`src/dcca_pkg.sv`:
```
// Constants, field layout and encodings of the capture/compare array.
// Assumes a single system clock; no tool-specific features.
`default_nettype none
package dcca_pkg;
  // ----------------------------------------------------------------
  // Structure
  // ----------------------------------------------------------------
  localparam int NUM_UNITS   = 2;
  localparam int CH_PER_UNIT = 16;
  localparam int NUM_CH      = 32;
  localparam int TMR_PER_U   = 2;
  localparam int NUM_TMR     = 4;
  localparam int TMR_W       = 16;
  localparam int OUT_CH_U2   = 12;
  localparam int DBL_SPAN    = 8;
  localparam int ADDR_W      = 8;
  // ----------------------------------------------------------------
  // Word offsets
  // ----------------------------------------------------------------
  localparam logic [7:0] UNIT_STRIDE  = 8'h40;
  localparam logic [7:0] OFS_CH_CTRL  = 8'h00;
  localparam logic [7:0] OFS_CH_VAL   = 8'h10;
  localparam logic [7:0] OFS_CH_IRQ   = 8'h20;
  localparam logic [7:0] OFS_TMR_CTRL = 8'h30;
  localparam logic [7:0] OFS_TMR_VAL  = 8'h32;
  localparam logic [7:0] OFS_TMR_REL  = 8'h34;
  // ----------------------------------------------------------------
  // Fields and reset values
  // ----------------------------------------------------------------
  localparam int CH_TSEL_BIT  = 3;
  localparam int CH_DBL_BIT   = 4;
  localparam int TMR_SRC_LSB  = 3;
  localparam int TMR_RUN_BIT  = 5;
  localparam int IRQ_IE_BIT   = 6;
  localparam int IRQ_IR_BIT   = 7;
  localparam logic [4:0]  CH_CTRL_RST  = 5'h00;
  localparam logic [5:0]  TMR_CTRL_RST = 6'h00;
  localparam logic [7:0]  IRQ_RST      = 8'h00;
  localparam logic [15:0] TMR_RST      = 16'h0000;
  localparam logic [15:0] TMR_MAX      = 16'hFFFF;
  // ----------------------------------------------------------------
  // Timing
  // ----------------------------------------------------------------
  localparam int DOC_CLK_MHZ = 40;
  localparam int MIN_RES_NS  = 200;
  localparam int MIN_DIV     = MIN_RES_NS * DOC_CLK_MHZ / 1000;
  localparam int PRESC_W     = 10;
  localparam logic [9:0] PRESC_MAX = 10'h3FF;
  // ----------------------------------------------------------------
  // Encodings
  // ----------------------------------------------------------------
  typedef enum logic [2:0] {
    MODE_OFF = 3'b000, CAP_RISE = 3'b001, CAP_FALL = 3'b010,
    CAP_BOTH = 3'b011, CMP_M0 = 3'b100, CMP_M1 = 3'b101,
    CMP_M2 = 3'b110, CMP_M3 = 3'b111
  } dcca_mode_t;
  typedef enum logic [1:0] {
    SRC_PRESC = 2'b00, SRC_GPT = 2'b01, SRC_EXT = 2'b10
  } dcca_src_t;
endpackage
`default_nettype wire

```
`src/dcca_channel.sv`:
```
// One capture/compare channel: register, edge capture, compare modes.
// Assumes the pin input is synchronous-sampled here; pin drive is local.
`default_nettype none
`timescale 1ns/1ps
module dcca_channel
  import dcca_pkg::*;
(
  // Clock and reset
  input  wire logic        i_clk,
  input  wire logic        i_sys_rst,
  // Configuration
  input  wire logic [2:0]  i_mode,
  input  wire logic        i_tsel,
  input  wire logic        i_dbl,
  input  wire logic        i_out_cap,
  // Timers
  input  wire logic [15:0] i_tmr_a,
  input  wire logic [15:0] i_tmr_b,
  input  wire logic        i_tick_a,
  input  wire logic        i_tick_b,
  input  wire logic        i_ovf_a,
  input  wire logic        i_ovf_b,
  // Pin and partner
  input  wire logic        i_pin,
  input  wire logic        i_toggle_in,
  // Software access
  input  wire logic        i_wr,
  input  wire logic [15:0] i_wdata,
  // Results
  output logic      [15:0] o_value_ff,
  output logic             o_event,
  output logic             o_toggle_out,
  output logic             o_pin_ff
);
  logic        sync1_ff;
  logic        sync2_ff;
  logic        last_ff;
  logic        armed_ff;
  logic [15:0] tmr;
  logic        tick;
  logic        ovf;
  logic        rise;
  logic        fall;
  logic        cap_hit;
  logic        match;
  logic        once_hit;
  logic        m3;

  assign tmr  = i_tsel ? i_tmr_b : i_tmr_a;
  assign tick = i_tsel ? i_tick_b : i_tick_a;
  assign ovf  = i_tsel ? i_ovf_b : i_ovf_a;
  assign rise = sync2_ff & ~last_ff;
  assign fall = ~sync2_ff & last_ff;
  assign m3   = (i_mode == CMP_M3);

  // Two-flop synchroniser, edge taken after the second stage
  always_ff @(posedge i_clk) begin
    if (i_sys_rst) begin
      sync1_ff <= 1'b0;
      sync2_ff <= 1'b0;
      last_ff  <= 1'b0;
    end else begin
      sync1_ff <= i_pin;
      sync2_ff <= sync1_ff;
      last_ff  <= sync2_ff;
    end
  end

  always_comb begin
    case (dcca_mode_t'(i_mode))
      CAP_RISE: cap_hit = rise;
      CAP_FALL: cap_hit = fall;
      CAP_BOTH: cap_hit = rise | fall;
      default:  cap_hit = 1'b0;
    endcase
  end

  // Compared once per timer step, so a stopped timer does not retrigger
  assign match    = i_mode[2] & tick & (tmr == o_value_ff);
  // The overflow cycle rearms at once, so a match at the reload value counts
  assign once_hit = match & (armed_ff | ovf) & i_mode[1];
  assign o_event  = cap_hit | (match & ~i_mode[1]) | once_hit;
  assign o_toggle_out = match & i_dbl & (i_mode == CMP_M1);

  always_ff @(posedge i_clk) begin
    if (i_sys_rst) begin
      armed_ff <= 1'b1;
    end else if (once_hit) begin
      armed_ff <= 1'b0;
    end else if (ovf) begin
      armed_ff <= 1'b1;
    end
  end

  // Capture wins over a software write in the same cycle
  always_ff @(posedge i_clk) begin
    if (i_sys_rst) begin
      o_value_ff <= TMR_RST;
    end else if (cap_hit) begin
      o_value_ff <= tmr;
    end else if (i_wr) begin
      o_value_ff <= i_wdata;
    end
  end

  always_ff @(posedge i_clk) begin
    if (i_sys_rst || !i_out_cap) begin
      o_pin_ff <= 1'b0;
    end else if (m3 && once_hit) begin
      o_pin_ff <= 1'b1;
    end else if (m3 && ovf) begin
      o_pin_ff <= 1'b0;
    end else if ((match && i_mode == CMP_M1 && !i_dbl) || i_toggle_in) begin
      o_pin_ff <= ~o_pin_ff;
    end
  end

  a_capture_value: assert property (
    @(posedge i_clk) disable iff (i_sys_rst)
    cap_hit |=> o_value_ff == $past(tmr))
    else $error("capture lost timer value");
  a_mode3_set: assert property (
    @(posedge i_clk) disable iff (i_sys_rst)
    i_out_cap && m3 && once_hit |=> o_pin_ff)
    else $error("mode 3 match did not set pin");
  a_mode0_hold: assert property (
    @(posedge i_clk) disable iff (i_sys_rst)
    i_mode == CMP_M0 && $stable(i_mode) && !i_toggle_in |=> $stable(o_pin_ff))
    else $error("mode 0 disturbed the pin");
  a_once_disarm: assert property (
    @(posedge i_clk) disable iff (i_sys_rst)
    once_hit |=> !armed_ff)
    else $error("single event not disarmed");
endmodule
`default_nettype wire

```
`src/dcca_timer.sv`:
```
// One reloadable 16-bit unit timer with clock source select.
// Assumes the shared prescaler counter runs free in the top.
`default_nettype none
`timescale 1ns/1ps
module dcca_timer
  import dcca_pkg::*;
(
  // Clock and reset
  input  wire logic        i_clk,
  input  wire logic        i_sys_rst,
  // Configuration
  input  wire logic        i_run,
  input  wire logic [1:0]  i_src,
  input  wire logic [2:0]  i_sel,
  input  wire logic        i_ext_ok,
  // Count sources
  input  wire logic [9:0]  i_presc_cnt,
  input  wire logic        i_gp_ovf,
  input  wire logic        i_ext_evt,
  // Software access
  input  wire logic        i_wr_val,
  input  wire logic        i_wr_rel,
  input  wire logic [15:0] i_wdata,
  // State
  output logic      [15:0] o_value_ff,
  output logic      [15:0] o_reload_ff,
  output logic             o_tick_ff,
  output logic             o_ovf_ff
);
  logic [9:0] mask;
  logic       presc_tick;
  logic       tick;
  logic       step;
  logic       wrap;

  // Divide by 8 at code 0 up to 1024 at code 7
  assign mask       = PRESC_MAX >> (3'd7 - i_sel);
  assign presc_tick = &(i_presc_cnt | ~mask);
  assign step       = i_run & tick;
  assign wrap       = (o_value_ff == TMR_MAX);

  always_comb begin
    case (dcca_src_t'(i_src))
      SRC_PRESC: tick = presc_tick;
      SRC_GPT:   tick = i_gp_ovf;
      SRC_EXT:   tick = i_ext_ok & i_ext_evt;
      default:   tick = 1'b0;
    endcase
  end

  // Software write wins over a count in the same cycle
  always_ff @(posedge i_clk) begin
    if (i_sys_rst) begin
      o_value_ff <= TMR_RST;
    end else if (i_wr_val) begin
      o_value_ff <= i_wdata;
    end else if (step) begin
      o_value_ff <= wrap ? o_reload_ff : o_value_ff + 16'h0001;
    end
  end

  always_ff @(posedge i_clk) begin
    if (i_sys_rst) begin
      o_reload_ff <= TMR_RST;
    end else if (i_wr_rel) begin
      o_reload_ff <= i_wdata;
    end
  end

  always_ff @(posedge i_clk) begin
    if (i_sys_rst) begin
      o_tick_ff <= 1'b0;
      o_ovf_ff  <= 1'b0;
    end else begin
      o_tick_ff <= step & ~i_wr_val;
      o_ovf_ff  <= step & ~i_wr_val & wrap;
    end
  end

  a_timer_reload: assert property (
    @(posedge i_clk) disable iff (i_sys_rst)
    step && wrap && !i_wr_val |=> o_ovf_ff && o_value_ff == $past(o_reload_ff))
    else $error("timer did not reload on overflow");
  a_presc_rate: assert property (
    @(posedge i_clk) disable iff (i_sys_rst)
    step && i_src == SRC_PRESC && i_sel == 3'd0 |-> i_presc_cnt[2:0] == 3'h7)
    else $error("prescaler tick off its period");
endmodule
`default_nettype wire

```
`src/dcca_top.sv`:
```
// Dual capture/compare array: 2 units x 16 channels, 4 timers, bus slave.
// Assumes an Avalon-MM master with word addresses; pins sampled on i_clk.
//
// Operation
// - Two independent units of 16 channels, 32 channels total.
// - Each unit has two 16-bit timers with reload registers.
// - Timer clock from prescaled system clock or general timer overflow.
// - First timer of each unit may also count external pin events.
// - Each channel selects its unit timer and capture or compare.
// - Each channel owns one pin: capture input or compare output.
// - Second unit drives only 12 outputs; top four pins input only.
// - Same signal on both count pins keeps both first timers in step.
// - Capture copies assigned timer into register and requests interrupt.
// - Capture edge selectable as rising, falling or either.
// - Compare channels compare on each timer step and act on equality.
// - Mode 0: interrupt only, pin unchanged, many per period.
// - Mode 1: pin toggles on every match, many per period.
// - Mode 2: interrupt only, at most one per timer period.
// - Mode 3: match sets pin, timer overflow clears, once per period.
// - Double mode: two registers toggle one shared pin on matches.
// - Three-bit select gives prescaler 8 through 1024.
// - Smallest prescaler gives eight-clock timer resolution.
// - One period runs from reload value up to overflow.
// - Interrupt control low byte: flag, enable, priority, group; upper zero.
`default_nettype none
`timescale 1ns/1ps
module dcca_top
  import dcca_pkg::*;
(
  // Clock and reset
  input  wire logic        i_clk,
  input  wire logic        i_sys_rst,
  // Avalon-MM slave
  input  wire logic [7:0]  i_avs_address,
  input  wire logic        i_avs_read,
  input  wire logic        i_avs_write,
  input  wire logic [31:0] i_avs_writedata,
  input  wire logic [3:0]  i_avs_byteenable,
  output logic      [31:0] o_avs_readdata,
  output logic             o_avs_waitrequest,
  // Channel pins
  input  wire logic [31:0] i_ch_pin,
  output logic      [31:0] o_ch_pin,
  output logic      [31:0] o_ch_pin_oe,
  // Count sources
  input  wire logic        i_unit1_cnt_pin,
  input  wire logic        i_unit2_cnt_pin,
  input  wire logic        i_gp_ovf,
  // Interrupt requests per channel
  output logic      [31:0] o_ch_irq
);
  // ----------------------------------------------------------------
  // Bus handshake
  // ----------------------------------------------------------------
  logic        ack_ff;
  logic        req;
  logic        take_wr;
  logic [15:0] wdata;
  logic [31:0] rdata;
  logic [31:0] readdata_ff;

  assign req               = i_avs_read | i_avs_write;
  assign o_avs_waitrequest = req & ~ack_ff;
  assign take_wr           = i_avs_write & ack_ff;
  assign o_avs_readdata    = readdata_ff;

  // Disabled byte lanes keep the low bits of the data at zero
  assign wdata = {i_avs_byteenable[1] ? i_avs_writedata[15:8] : 8'h00,
                  i_avs_byteenable[0] ? i_avs_writedata[7:0] : 8'h00};

  // One wait state: decode in the first cycle, complete in the second
  always_ff @(posedge i_clk) begin
    if (i_sys_rst) begin
      ack_ff <= 1'b0;
    end else begin
      ack_ff <= req & ~ack_ff;
    end
  end

  always_ff @(posedge i_clk) begin
    if (i_sys_rst) begin
      readdata_ff <= 32'h0000_0000;
    end else if (i_avs_read && !ack_ff) begin
      readdata_ff <= rdata;
    end
  end

  // ----------------------------------------------------------------
  // Prescaler and count pins
  // ----------------------------------------------------------------
  logic [9:0] presc_ff;
  logic [1:0] cnt_s1_ff;
  logic [1:0] cnt_s2_ff;
  logic [1:0] cnt_last_ff;
  logic [1:0] ext_evt;

  always_ff @(posedge i_clk) begin
    if (i_sys_rst) begin
      presc_ff <= 10'h000;
    end else begin
      presc_ff <= presc_ff + 10'h001;
    end
  end

  // Identical pipelines for both units keep shared inputs in step
  always_ff @(posedge i_clk) begin
    if (i_sys_rst) begin
      cnt_s1_ff   <= 2'h0;
      cnt_s2_ff   <= 2'h0;
      cnt_last_ff <= 2'h0;
    end else begin
      cnt_s1_ff   <= {i_unit2_cnt_pin, i_unit1_cnt_pin};
      cnt_s2_ff   <= cnt_s1_ff;
      cnt_last_ff <= cnt_s2_ff;
    end
  end
  assign ext_evt = cnt_s2_ff & ~cnt_last_ff;

  // ----------------------------------------------------------------
  // Timers
  // ----------------------------------------------------------------
  logic [5:0]  tmr_ctrl_ff [NUM_TMR];
  logic [15:0] tmr_val     [NUM_TMR];
  logic [15:0] tmr_rel     [NUM_TMR];
  logic [3:0]  tmr_tick;
  logic [3:0]  tmr_ovf;

  for (genvar t = 0; t < NUM_TMR; t++) begin : g_tmr
    localparam logic [7:0] BASE = UNIT_STRIDE * 8'(t / TMR_PER_U) + 8'(t % TMR_PER_U);
    logic wr_ctrl;
    logic wr_val;
    logic wr_rel;
    assign wr_ctrl = take_wr && i_avs_address == BASE + OFS_TMR_CTRL;
    assign wr_val  = take_wr && i_avs_address == BASE + OFS_TMR_VAL;
    assign wr_rel  = take_wr && i_avs_address == BASE + OFS_TMR_REL;

    always_ff @(posedge i_clk) begin
      if (i_sys_rst) begin
        tmr_ctrl_ff[t] <= TMR_CTRL_RST;
      end else if (wr_ctrl) begin
        tmr_ctrl_ff[t] <= wdata[5:0];
      end
    end

    dcca_timer u_timer (
      .i_clk       (i_clk),
      .i_sys_rst   (i_sys_rst),
      .i_run       (tmr_ctrl_ff[t][TMR_RUN_BIT]),
      .i_src       (tmr_ctrl_ff[t][TMR_SRC_LSB+:2]),
      .i_sel       (tmr_ctrl_ff[t][2:0]),
      .i_ext_ok    ((t % TMR_PER_U) == 0),
      .i_presc_cnt (presc_ff),
      .i_gp_ovf    (i_gp_ovf),
      .i_ext_evt   (ext_evt[t / TMR_PER_U]),
      .i_wr_val    (wr_val),
      .i_wr_rel    (wr_rel),
      .i_wdata     (wdata),
      .o_value_ff  (tmr_val[t]),
      .o_reload_ff (tmr_rel[t]),
      .o_tick_ff   (tmr_tick[t]),
      .o_ovf_ff    (tmr_ovf[t])
    );
  end

  // ----------------------------------------------------------------
  // Channels
  // ----------------------------------------------------------------
  logic [4:0]  ch_ctrl_ff [NUM_CH];
  logic [7:0]  irq_ff     [NUM_CH];
  logic [15:0] ch_val     [NUM_CH];
  logic [31:0] ch_evt;
  logic [31:0] tog_out;
  logic [31:0] out_cap;

  for (genvar g = 0; g < NUM_CH; g++) begin : g_ch
    localparam int U = g / CH_PER_UNIT;
    localparam int I = g % CH_PER_UNIT;
    localparam logic [7:0] BASE = UNIT_STRIDE * 8'(U) + 8'(I);
    logic wr_ctrl;
    logic wr_val;
    logic wr_irq;
    logic tog_in;
    assign wr_ctrl = take_wr && i_avs_address == BASE + OFS_CH_CTRL;
    assign wr_val  = take_wr && i_avs_address == BASE + OFS_CH_VAL;
    assign wr_irq  = take_wr && i_avs_address == BASE + OFS_CH_IRQ;
    // Channel n+8 in double mode toggles the pin of channel n
    assign tog_in  = (I < DBL_SPAN) ? tog_out[(g + DBL_SPAN) % NUM_CH] : 1'b0;
    assign out_cap[g] = (U == 0) || (I < OUT_CH_U2);

    always_ff @(posedge i_clk) begin
      if (i_sys_rst) begin
        ch_ctrl_ff[g] <= CH_CTRL_RST;
      end else if (wr_ctrl) begin
        ch_ctrl_ff[g] <= wdata[4:0];
      end
    end

    // A hardware request in the clearing cycle is kept
    always_ff @(posedge i_clk) begin
      if (i_sys_rst) begin
        irq_ff[g] <= IRQ_RST;
      end else begin
        irq_ff[g][6:0] <= wr_irq ? wdata[6:0] : irq_ff[g][6:0];
        irq_ff[g][IRQ_IR_BIT] <= ch_evt[g] | (wr_irq ? wdata[IRQ_IR_BIT]
                                                     : irq_ff[g][IRQ_IR_BIT]);
      end
    end

    always_ff @(posedge i_clk) begin
      if (i_sys_rst) begin
        o_ch_irq[g] <= 1'b0;
      end else begin
        o_ch_irq[g] <= irq_ff[g][IRQ_IR_BIT] & irq_ff[g][IRQ_IE_BIT];
      end
    end

    assign o_ch_pin_oe[g] = out_cap[g] & ch_ctrl_ff[g][2] & ~ch_ctrl_ff[g][CH_DBL_BIT];

    dcca_channel u_ch (
      .i_clk        (i_clk),
      .i_sys_rst    (i_sys_rst),
      .i_mode       (ch_ctrl_ff[g][2:0]),
      .i_tsel       (ch_ctrl_ff[g][CH_TSEL_BIT]),
      .i_dbl        (ch_ctrl_ff[g][CH_DBL_BIT] && I >= DBL_SPAN),
      .i_out_cap    (out_cap[g]),
      .i_tmr_a      (tmr_val[U * TMR_PER_U]),
      .i_tmr_b      (tmr_val[U * TMR_PER_U + 1]),
      .i_tick_a     (tmr_tick[U * TMR_PER_U]),
      .i_tick_b     (tmr_tick[U * TMR_PER_U + 1]),
      .i_ovf_a      (tmr_ovf[U * TMR_PER_U]),
      .i_ovf_b      (tmr_ovf[U * TMR_PER_U + 1]),
      .i_pin        (i_ch_pin[g]),
      .i_toggle_in  (tog_in),
      .i_wr         (wr_val),
      .i_wdata      (wdata),
      .o_value_ff   (ch_val[g]),
      .o_event      (ch_evt[g]),
      .o_toggle_out (tog_out[g]),
      .o_pin_ff     (o_ch_pin[g])
    );
  end

  // ----------------------------------------------------------------
  // Read mux
  // ----------------------------------------------------------------
  // Unmapped words read zero; upper byte of interrupt control is zero
  always_comb begin
    rdata = 32'h0000_0000;
    for (int c = 0; c < NUM_CH; c++) begin
      if (i_avs_address == UNIT_STRIDE * 8'(c / CH_PER_UNIT) + 8'(c % CH_PER_UNIT)
          + OFS_CH_CTRL) begin
        rdata = {27'h0, ch_ctrl_ff[c]};
      end
      if (i_avs_address == UNIT_STRIDE * 8'(c / CH_PER_UNIT) + 8'(c % CH_PER_UNIT)
          + OFS_CH_VAL) begin
        rdata = {16'h0, ch_val[c]};
      end
      if (i_avs_address == UNIT_STRIDE * 8'(c / CH_PER_UNIT) + 8'(c % CH_PER_UNIT)
          + OFS_CH_IRQ) begin
        rdata = {24'h0, irq_ff[c]};
      end
    end
    for (int t = 0; t < NUM_TMR; t++) begin
      if (i_avs_address == UNIT_STRIDE * 8'(t / TMR_PER_U) + 8'(t % TMR_PER_U)
          + OFS_TMR_CTRL) begin
        rdata = {26'h0, tmr_ctrl_ff[t]};
      end
      if (i_avs_address == UNIT_STRIDE * 8'(t / TMR_PER_U) + 8'(t % TMR_PER_U)
          + OFS_TMR_VAL) begin
        rdata = {16'h0, tmr_val[t]};
      end
      if (i_avs_address == UNIT_STRIDE * 8'(t / TMR_PER_U) + 8'(t % TMR_PER_U)
          + OFS_TMR_REL) begin
        rdata = {16'h0, tmr_rel[t]};
      end
    end
  end

  // ----------------------------------------------------------------
  // Checks
  // ----------------------------------------------------------------
  a_bus_one_wait: assert property (
    @(posedge i_clk) disable iff (i_sys_rst)
    req && !ack_ff |-> o_avs_waitrequest ##1 (!req || !o_avs_waitrequest))
    else $error("bus wait state count wrong");
  a_irq_set_wins: assert property (
    @(posedge i_clk) disable iff (i_sys_rst)
    ch_evt[0] |=> irq_ff[0][IRQ_IR_BIT])
    else $error("interrupt request lost");
  a_input_only: assert property (
    @(posedge i_clk) disable iff (i_sys_rst)
    o_ch_pin_oe[31:28] == 4'h0 && o_ch_pin[31:28] == 4'h0)
    else $error("input-only pin driven");
  a_ext_lockstep: assert property (
    @(posedge i_clk) disable iff (i_sys_rst)
    $past(i_unit1_cnt_pin == i_unit2_cnt_pin, 2) && $past(i_unit1_cnt_pin == i_unit2_cnt_pin, 3)
    |-> ext_evt[0] == ext_evt[1])
    else $error("count pins out of step");
endmodule
`default_nettype wire

```
`config.mk`:
```
export PLATFORM = sky130hd
export DESIGN_NAME = dcca_top
export DESIGN_NICKNAME = d
export VERILOG_FILES = /design/src/dcca_pkg.sv /design/src/dcca_channel.sv /design/src/dcca_timer.sv /design/src/dcca_top.sv
export SDC_FILE = /design/constraint.sdc
export NUM_CORES = 2
export LEC_CHECK = 0
export BUFFER_PORTS_ARGS = -buffer_cell sky130_fd_sc_hd__buf_4
export CORE_MARGIN = 2
export CORE_UTILIZATION = 58
export CTS_CLUSTER_DIAMETER = 150
export CTS_CLUSTER_SIZE = 10
export DETAILED_ROUTE_END_ITERATION = 7
export MAX_ROUTING_LAYER = met4
export PLACE_DENSITY = 0.81
export SETUP_SLACK_MARGIN = 0.3
export SKIP_LAST_GASP = 1
export SLEW_MARGIN = 30
export SYNTH_ARGS = -nofsm -noshare
export SYNTH_HDL_FRONTEND = slang
export SYNTH_SLANG_ARGS = --single-unit
```
`constraint.sdc`:
```
create_clock -name i_clk -period 2.6 [get_ports i_clk]
set_input_delay 0.52 -clock i_clk [delete_from_list [all_inputs] [get_ports i_clk]]
set_output_delay 0.52 -clock i_clk [all_outputs]
set_load 0.03 [all_outputs]
```
==> results of run 1 <==
==> stage by stage <==
stage,hold slack [ps],cell area (um2)
3_3_place_gp,418,94200
2_1_floorplan,414,80000
4_1_cts,15.5,105000
3_5_place_dp,424,94200
==> timing repair <==
item                                   4_1_cts
pin swaps                                  204
endpoints found under the hold margin       43
setup endpoints to repair                  302
cloned                                      13
setup buffers                              189
hold buffers                                40
resized for setup                          764
==> routing by layer <==
metal,track usage,overflow
met2,0.905,220
met5,-,-
met1,0.810,112
met3,0.782,137
met4,0.728,177
==> cell families after synthesis <==
| logic type | Yosys count | share of synthesized area |
|---|---|---|
| mux | 624 | 0.0801 |
| other cells | 1 | 0.0000476 |
| simple gates | 3280 | 0.190 |
| compound gates | 2803 | 0.243 |
| fa+ha+maj | 69 | 0.0110 |
| xor+xnor | 539 | 0.0600 |
| flops | 1309 | 0.356 |
| buf+inv | 1123 | 0.0596 |
==> impl_metrics.yaml, run 1 <==
outcome:
  status: "stopped before the end"
  lastStage: "global routing (5_1_grt)"
  error_line: "[ERROR GRT-0116] Global routing finished with congestion. Check the congestion regions in the DRC Viewer."
grt:
  grt_pass1_wl_mm: 817
  gr-total-overflow: 646
  grt_max_degree: 189
  grt_pass1_vias: 112000
  globalRouteTotalUtil: 0.820
synth:
  avgSynthCellArea_um2: 8.07
  synth_edf_count: 184
  synthTopCellsByCount: "1,696 x nor2_1, 1,125 x dfxtp_1, 1,082 x a211oi_1, 719 x clkbuf_1, 628 x a21oi_1"
  synth_area_mm2: 0.0787
  ys_seq_elements: 1309
  synth.distinct_cells: 104
  synthTopCellsByArea: "dfxtp_1 29%, a211oi_1 10%, nor2_1 8.1%, mux2i_1 7.3%, edfxtp_1 7.0%"
  yosys_warnings: 0
  synth_top_cell_by_area: "dfxtp_1"
  netlist_instances: 9748
  async_flop_share: 0
  synth.most_common_cell: "nor2_1"
  ys_seq_area_frac: 0.356
  synth_ff_type: "dfxtp_1"
  synth_top_cell_area_share: 0.286
floorplan:
  start_util: 0.582
  fp.dieH_um: 372
  num_rows: 135
  io_pins: 212
  die_w_um: 372
clock_network:
  numCtsBuffers: 148
  clkSinkCount: 1309
  clock_path_buffers: 3
  cts.root.buffer_cell: "clkbuf_16"
  htree_levels: 4
place:
  pre_cts_ws_ps: -1320
  gp_congestion: 1.46
  hpwl_mm: 317
  io_buffers: 169
  place_inst: 12400
==> inputs of run 2 (changes only) <==
--- a/config.mk
+++ b/config.mk
@@ -7,13 +7,9 @@
 export LEC_CHECK = 0
 export BUFFER_PORTS_ARGS = -buffer_cell sky130_fd_sc_hd__buf_4
 export CORE_MARGIN = 2
-export CORE_UTILIZATION = 58
-export CTS_CLUSTER_DIAMETER = 150
-export CTS_CLUSTER_SIZE = 10
+export CORE_UTILIZATION = 40
 export DETAILED_ROUTE_END_ITERATION = 7
-export MAX_ROUTING_LAYER = met4
-export PLACE_DENSITY = 0.81
-export SETUP_SLACK_MARGIN = 0.3
+export PLACE_DENSITY_LB_ADDON = 0.15
 export SKIP_LAST_GASP = 1
 export SLEW_MARGIN = 30
 export SYNTH_ARGS = -nofsm -noshare
==> constraint.sdc (replaced) <==
create_clock -name i_clk -period 3.4 [get_ports i_clk]
set_input_delay 0.68 -clock i_clk [delete_from_list [all_inputs] [get_ports i_clk]]
set_output_delay 0.68 -clock i_clk [all_outputs]
set_load 0.03 [all_outputs]
==> run 2 against run 1 <==
Against the previous run:
- the flow now finishes, with violations (setup timing)
- area after synthesis stayed put
- synthesized cell count unchanged
==> impl_metrics.yaml, run 2 <==
outcome:
  status: "complete, but fails checks"
  violations: "setup timing"
synth:
  yosys_warnings: 0
  ys_seq_elements: 1309
  synth_area_mm2: 0.0787
  synthTopCellsByArea: "dfxtp_1 29%, a211oi_1 10%, nor2_1 8.1%, mux2i_1 7.3%, edfxtp_1 7.0%"
  synthTopCellsByCount: "1,696 x nor2_1, 1,125 x dfxtp_1, 1,082 x a211oi_1, 719 x clkbuf_1, 628 x a21oi_1"
  netlist_instances: 9748
  synth_ff_type: "dfxtp_1"
  synth_top_cell_area_share: 0.286
  synth_top_cell_by_area: "dfxtp_1"
  synth.distinct_cells: 104
  synth.most_common_cell: "nor2_1"
  ys_seq_area_frac: 0.356
  async_flop_share: 0
  synth_edf_count: 184
  avgSynthCellArea_um2: 8.07
sta:
  fin_crit_sh: 1.02
  drv_slew: 0
  tightest_slew_ps: 1370
  setup_slack_ps: -66.7
  period_needed_ps: 3470
  skew_ps: 31.8
  max_freq_mhz: 288
  setup_viol: 3
  hold_viol_final: 0
  rsz0062_at_grt: "yes"
  slew_headroom: 0.0814
  holdWs_ps: 43.3
clock_network:
  ctsHoldBuffers: 0
  postCtsSetupBuffers: 0
  clock_path_buffers: 3
  clkSinkCount: 1309
  cts.root.buffer_cell: "clkbuf_16"
  cts.clk_slew.worst_paths_ps: 70
  cts_tree: "built"
  htree_levels: 4
  clkLatencyLatePin_ps: 850
  numCtsBuffers: 160
critical_path:
  r2r_cells: 9
  worst_setup_path_end_kind: "flop"
  crit_arrival_ps: 4170
  cp_num_cells: 15
  slowest_stage: "a221oi_1"
  cp-start-kind: "primary input"
  critical_path_class: "in2reg"
  path_common_cell: "buf_4"
  path_buf_inv: 7
  crit_required_ps: 4100
  crit_family: "buffers and inverters"
  crit_chain: "buf_4, buf_4, buf_4, nor4b_2, buf_12, buf_12, buf_4, nand2_1, buf_4, nand3_1, nor4_1, a211oi_1, and3_1, a221oi_1, o21ai_1"
  cpPeakStageDelay_ps: 580
  cp_max_fo: 10
grt:
  grt_pass1_vias: 80900
  use_met3: 0.228
  grt_util_met2: 0.652
  globalRouteTotalUtil: 0.505
  grt_max_degree: 186
  grt_busiest_layer: "met1"
  grt_pass1_wl_mm: 695
  grt_util_met1: 0.678
  antenna_found_initial: 68
  gr-total-overflow: 0
final_layout:
  top_register: "g_ch.u_ch.o_value_ff"
  final_cell_mix: "1,666 x nor2_1, 1,430 x buf_4, 1,115 x dfxtp_1"
  top_regs: "g_ch.u_ch.o_value_ff x512, irq_ff x256, ch_ctrl_ff x160"
  fillers: 18800
  final_layout_size_suffix_gt1_frac: 0.194
  area_growth_pct: 25.1
  nNetsFinal: 10700
  fin_cells: 13400
  post-route-util: 0.505
  largest_reg_flops: 512
  final_common_cell: "nor2_1"
detailed_routing:
  vias_per_cell: 6.77
  remaining_drc_errors: 0
  drt_iter0_markers: 16700
  routedWlPerCell_um: 39.3
  wl_mm: 525
  final_antenna_net_count: 0
  first_pass_iters: 7
  vias: 90400
place:
  hpwl_mm: 397
  io_buffers: 169
  pre_cts_ws_ps: -821
  gp_congestion: 1.09
  place_inst: 13000
flow_run:
  timing.max_cap.violations: 0
floorplan:
  fp.dieH_um: 448
  io_pins: 212
  num_rows: 162
  die_w_um: 448
  die-area_mm2: 0.200
  start_util: 0.403
  core-area_mm2: 0.195
min_path:
  hp-class: "in2reg"
  min_path_cells: 2
power_and_ir_drop:
  p_leak_nw: 36.0
  irDropWorstVdd_uv: 534
  p_per_area_mw_per_mm2: 403
-- run 2: logic make-up (layout without fill, tap and decap cells) --
kind of cell,after synthesis,in the layout,share of synthesized area
AOI/OAI and AO/OA,2803,2803,0.243
xor gates and xnor gates,539,539,0.0600
adders and majority gates,69,69,0.0110
buffers and inverters,1123,2044,0.0596
DFF,1309,1309,0.356
muxes,624,624,0.0801
other,1,62,0.0000476
and+or+nand+nor,3280,3280,0.190
-- run 2: worst reg2reg max path: stages, from the launching register on --
cell     delay [ps]
dfxtp_1         920
mux2i_1         270
buf_4           230
xnor2_1         140
or4_1           480
nor4_1          320
buf_4           280
a32oi_1         290
xor2_1          270
a21oi_1         150
-- run 2: worst paths after layout --
kind                                  startpoint                endpoint  slack [ps]
hold / removal                      i_ch_pin[10]  g_ch[10].u_ch.sync1_ff          40
setup reg to reg  g_tmr[3].u_timer.o_value_ff[1]  g_ch[16].u_ch.o_pin_ff         -30
hold reg to reg            g_ch[8].u_ch.sync1_ff   g_ch[8].u_ch.sync2_ff         430
setup / recovery                i_avs_address[3]       o_avs_readdata[2]         -70
-- run 2: per-layer routing --
metal | vias up | wire length (um) | share of wire
met5 | - | 362 | 0.00069
met4 | 46 | 36300 | 0.069
met3 | 1507 | 84800 | 0.16
met2 | 7337 | 196000 | 0.37
met1 | 44400 | 208000 | 0.40
li1 | 37200 | - | -
-- run 2: stage by stage --
stage / cell area (um2) / power (mW) / TNS [ps]
2_1_floorplan: 78800 / 18.6 / 0
3_3_place_gp: 92800 / 21.1 / -19050
3_5_place_dp: 92900 / 21.2 / -20430
4_1_cts: 98400 / 39.3 / 0
5_1_grt: 98400 / 40.2 / -63.9
6_report: 98500 / 39.7 / -108
-- run 2: what timing repair did --
item	4_1_cts	5_1_grt
resized for setup	1	8
endpoints found under the hold margin	0	0
endpoints found under the setup margin	1	7
-- run 2: layout make-up --
type                       instances  area [um2]  share of cell area
multi-input combinational       7339       46500               0.472
sequential                      1309       28100               0.285
timing repair buffer            1624       14600               0.148
clock buffer                     217        4490              0.0456
tap                             2624        3280              0.0333
clock inverter                    76         996              0.0101
inverter                         127         479             0.00487
antenna                           38        95.1            0.000966
-- run 2: where the power goes --
group,internal [mW],switching [mW]
clock network,10.7,7.82
registers,16.0,0.682
logic,1.48,2.99
Note: power is estimated with default switching activity, not from simulation.
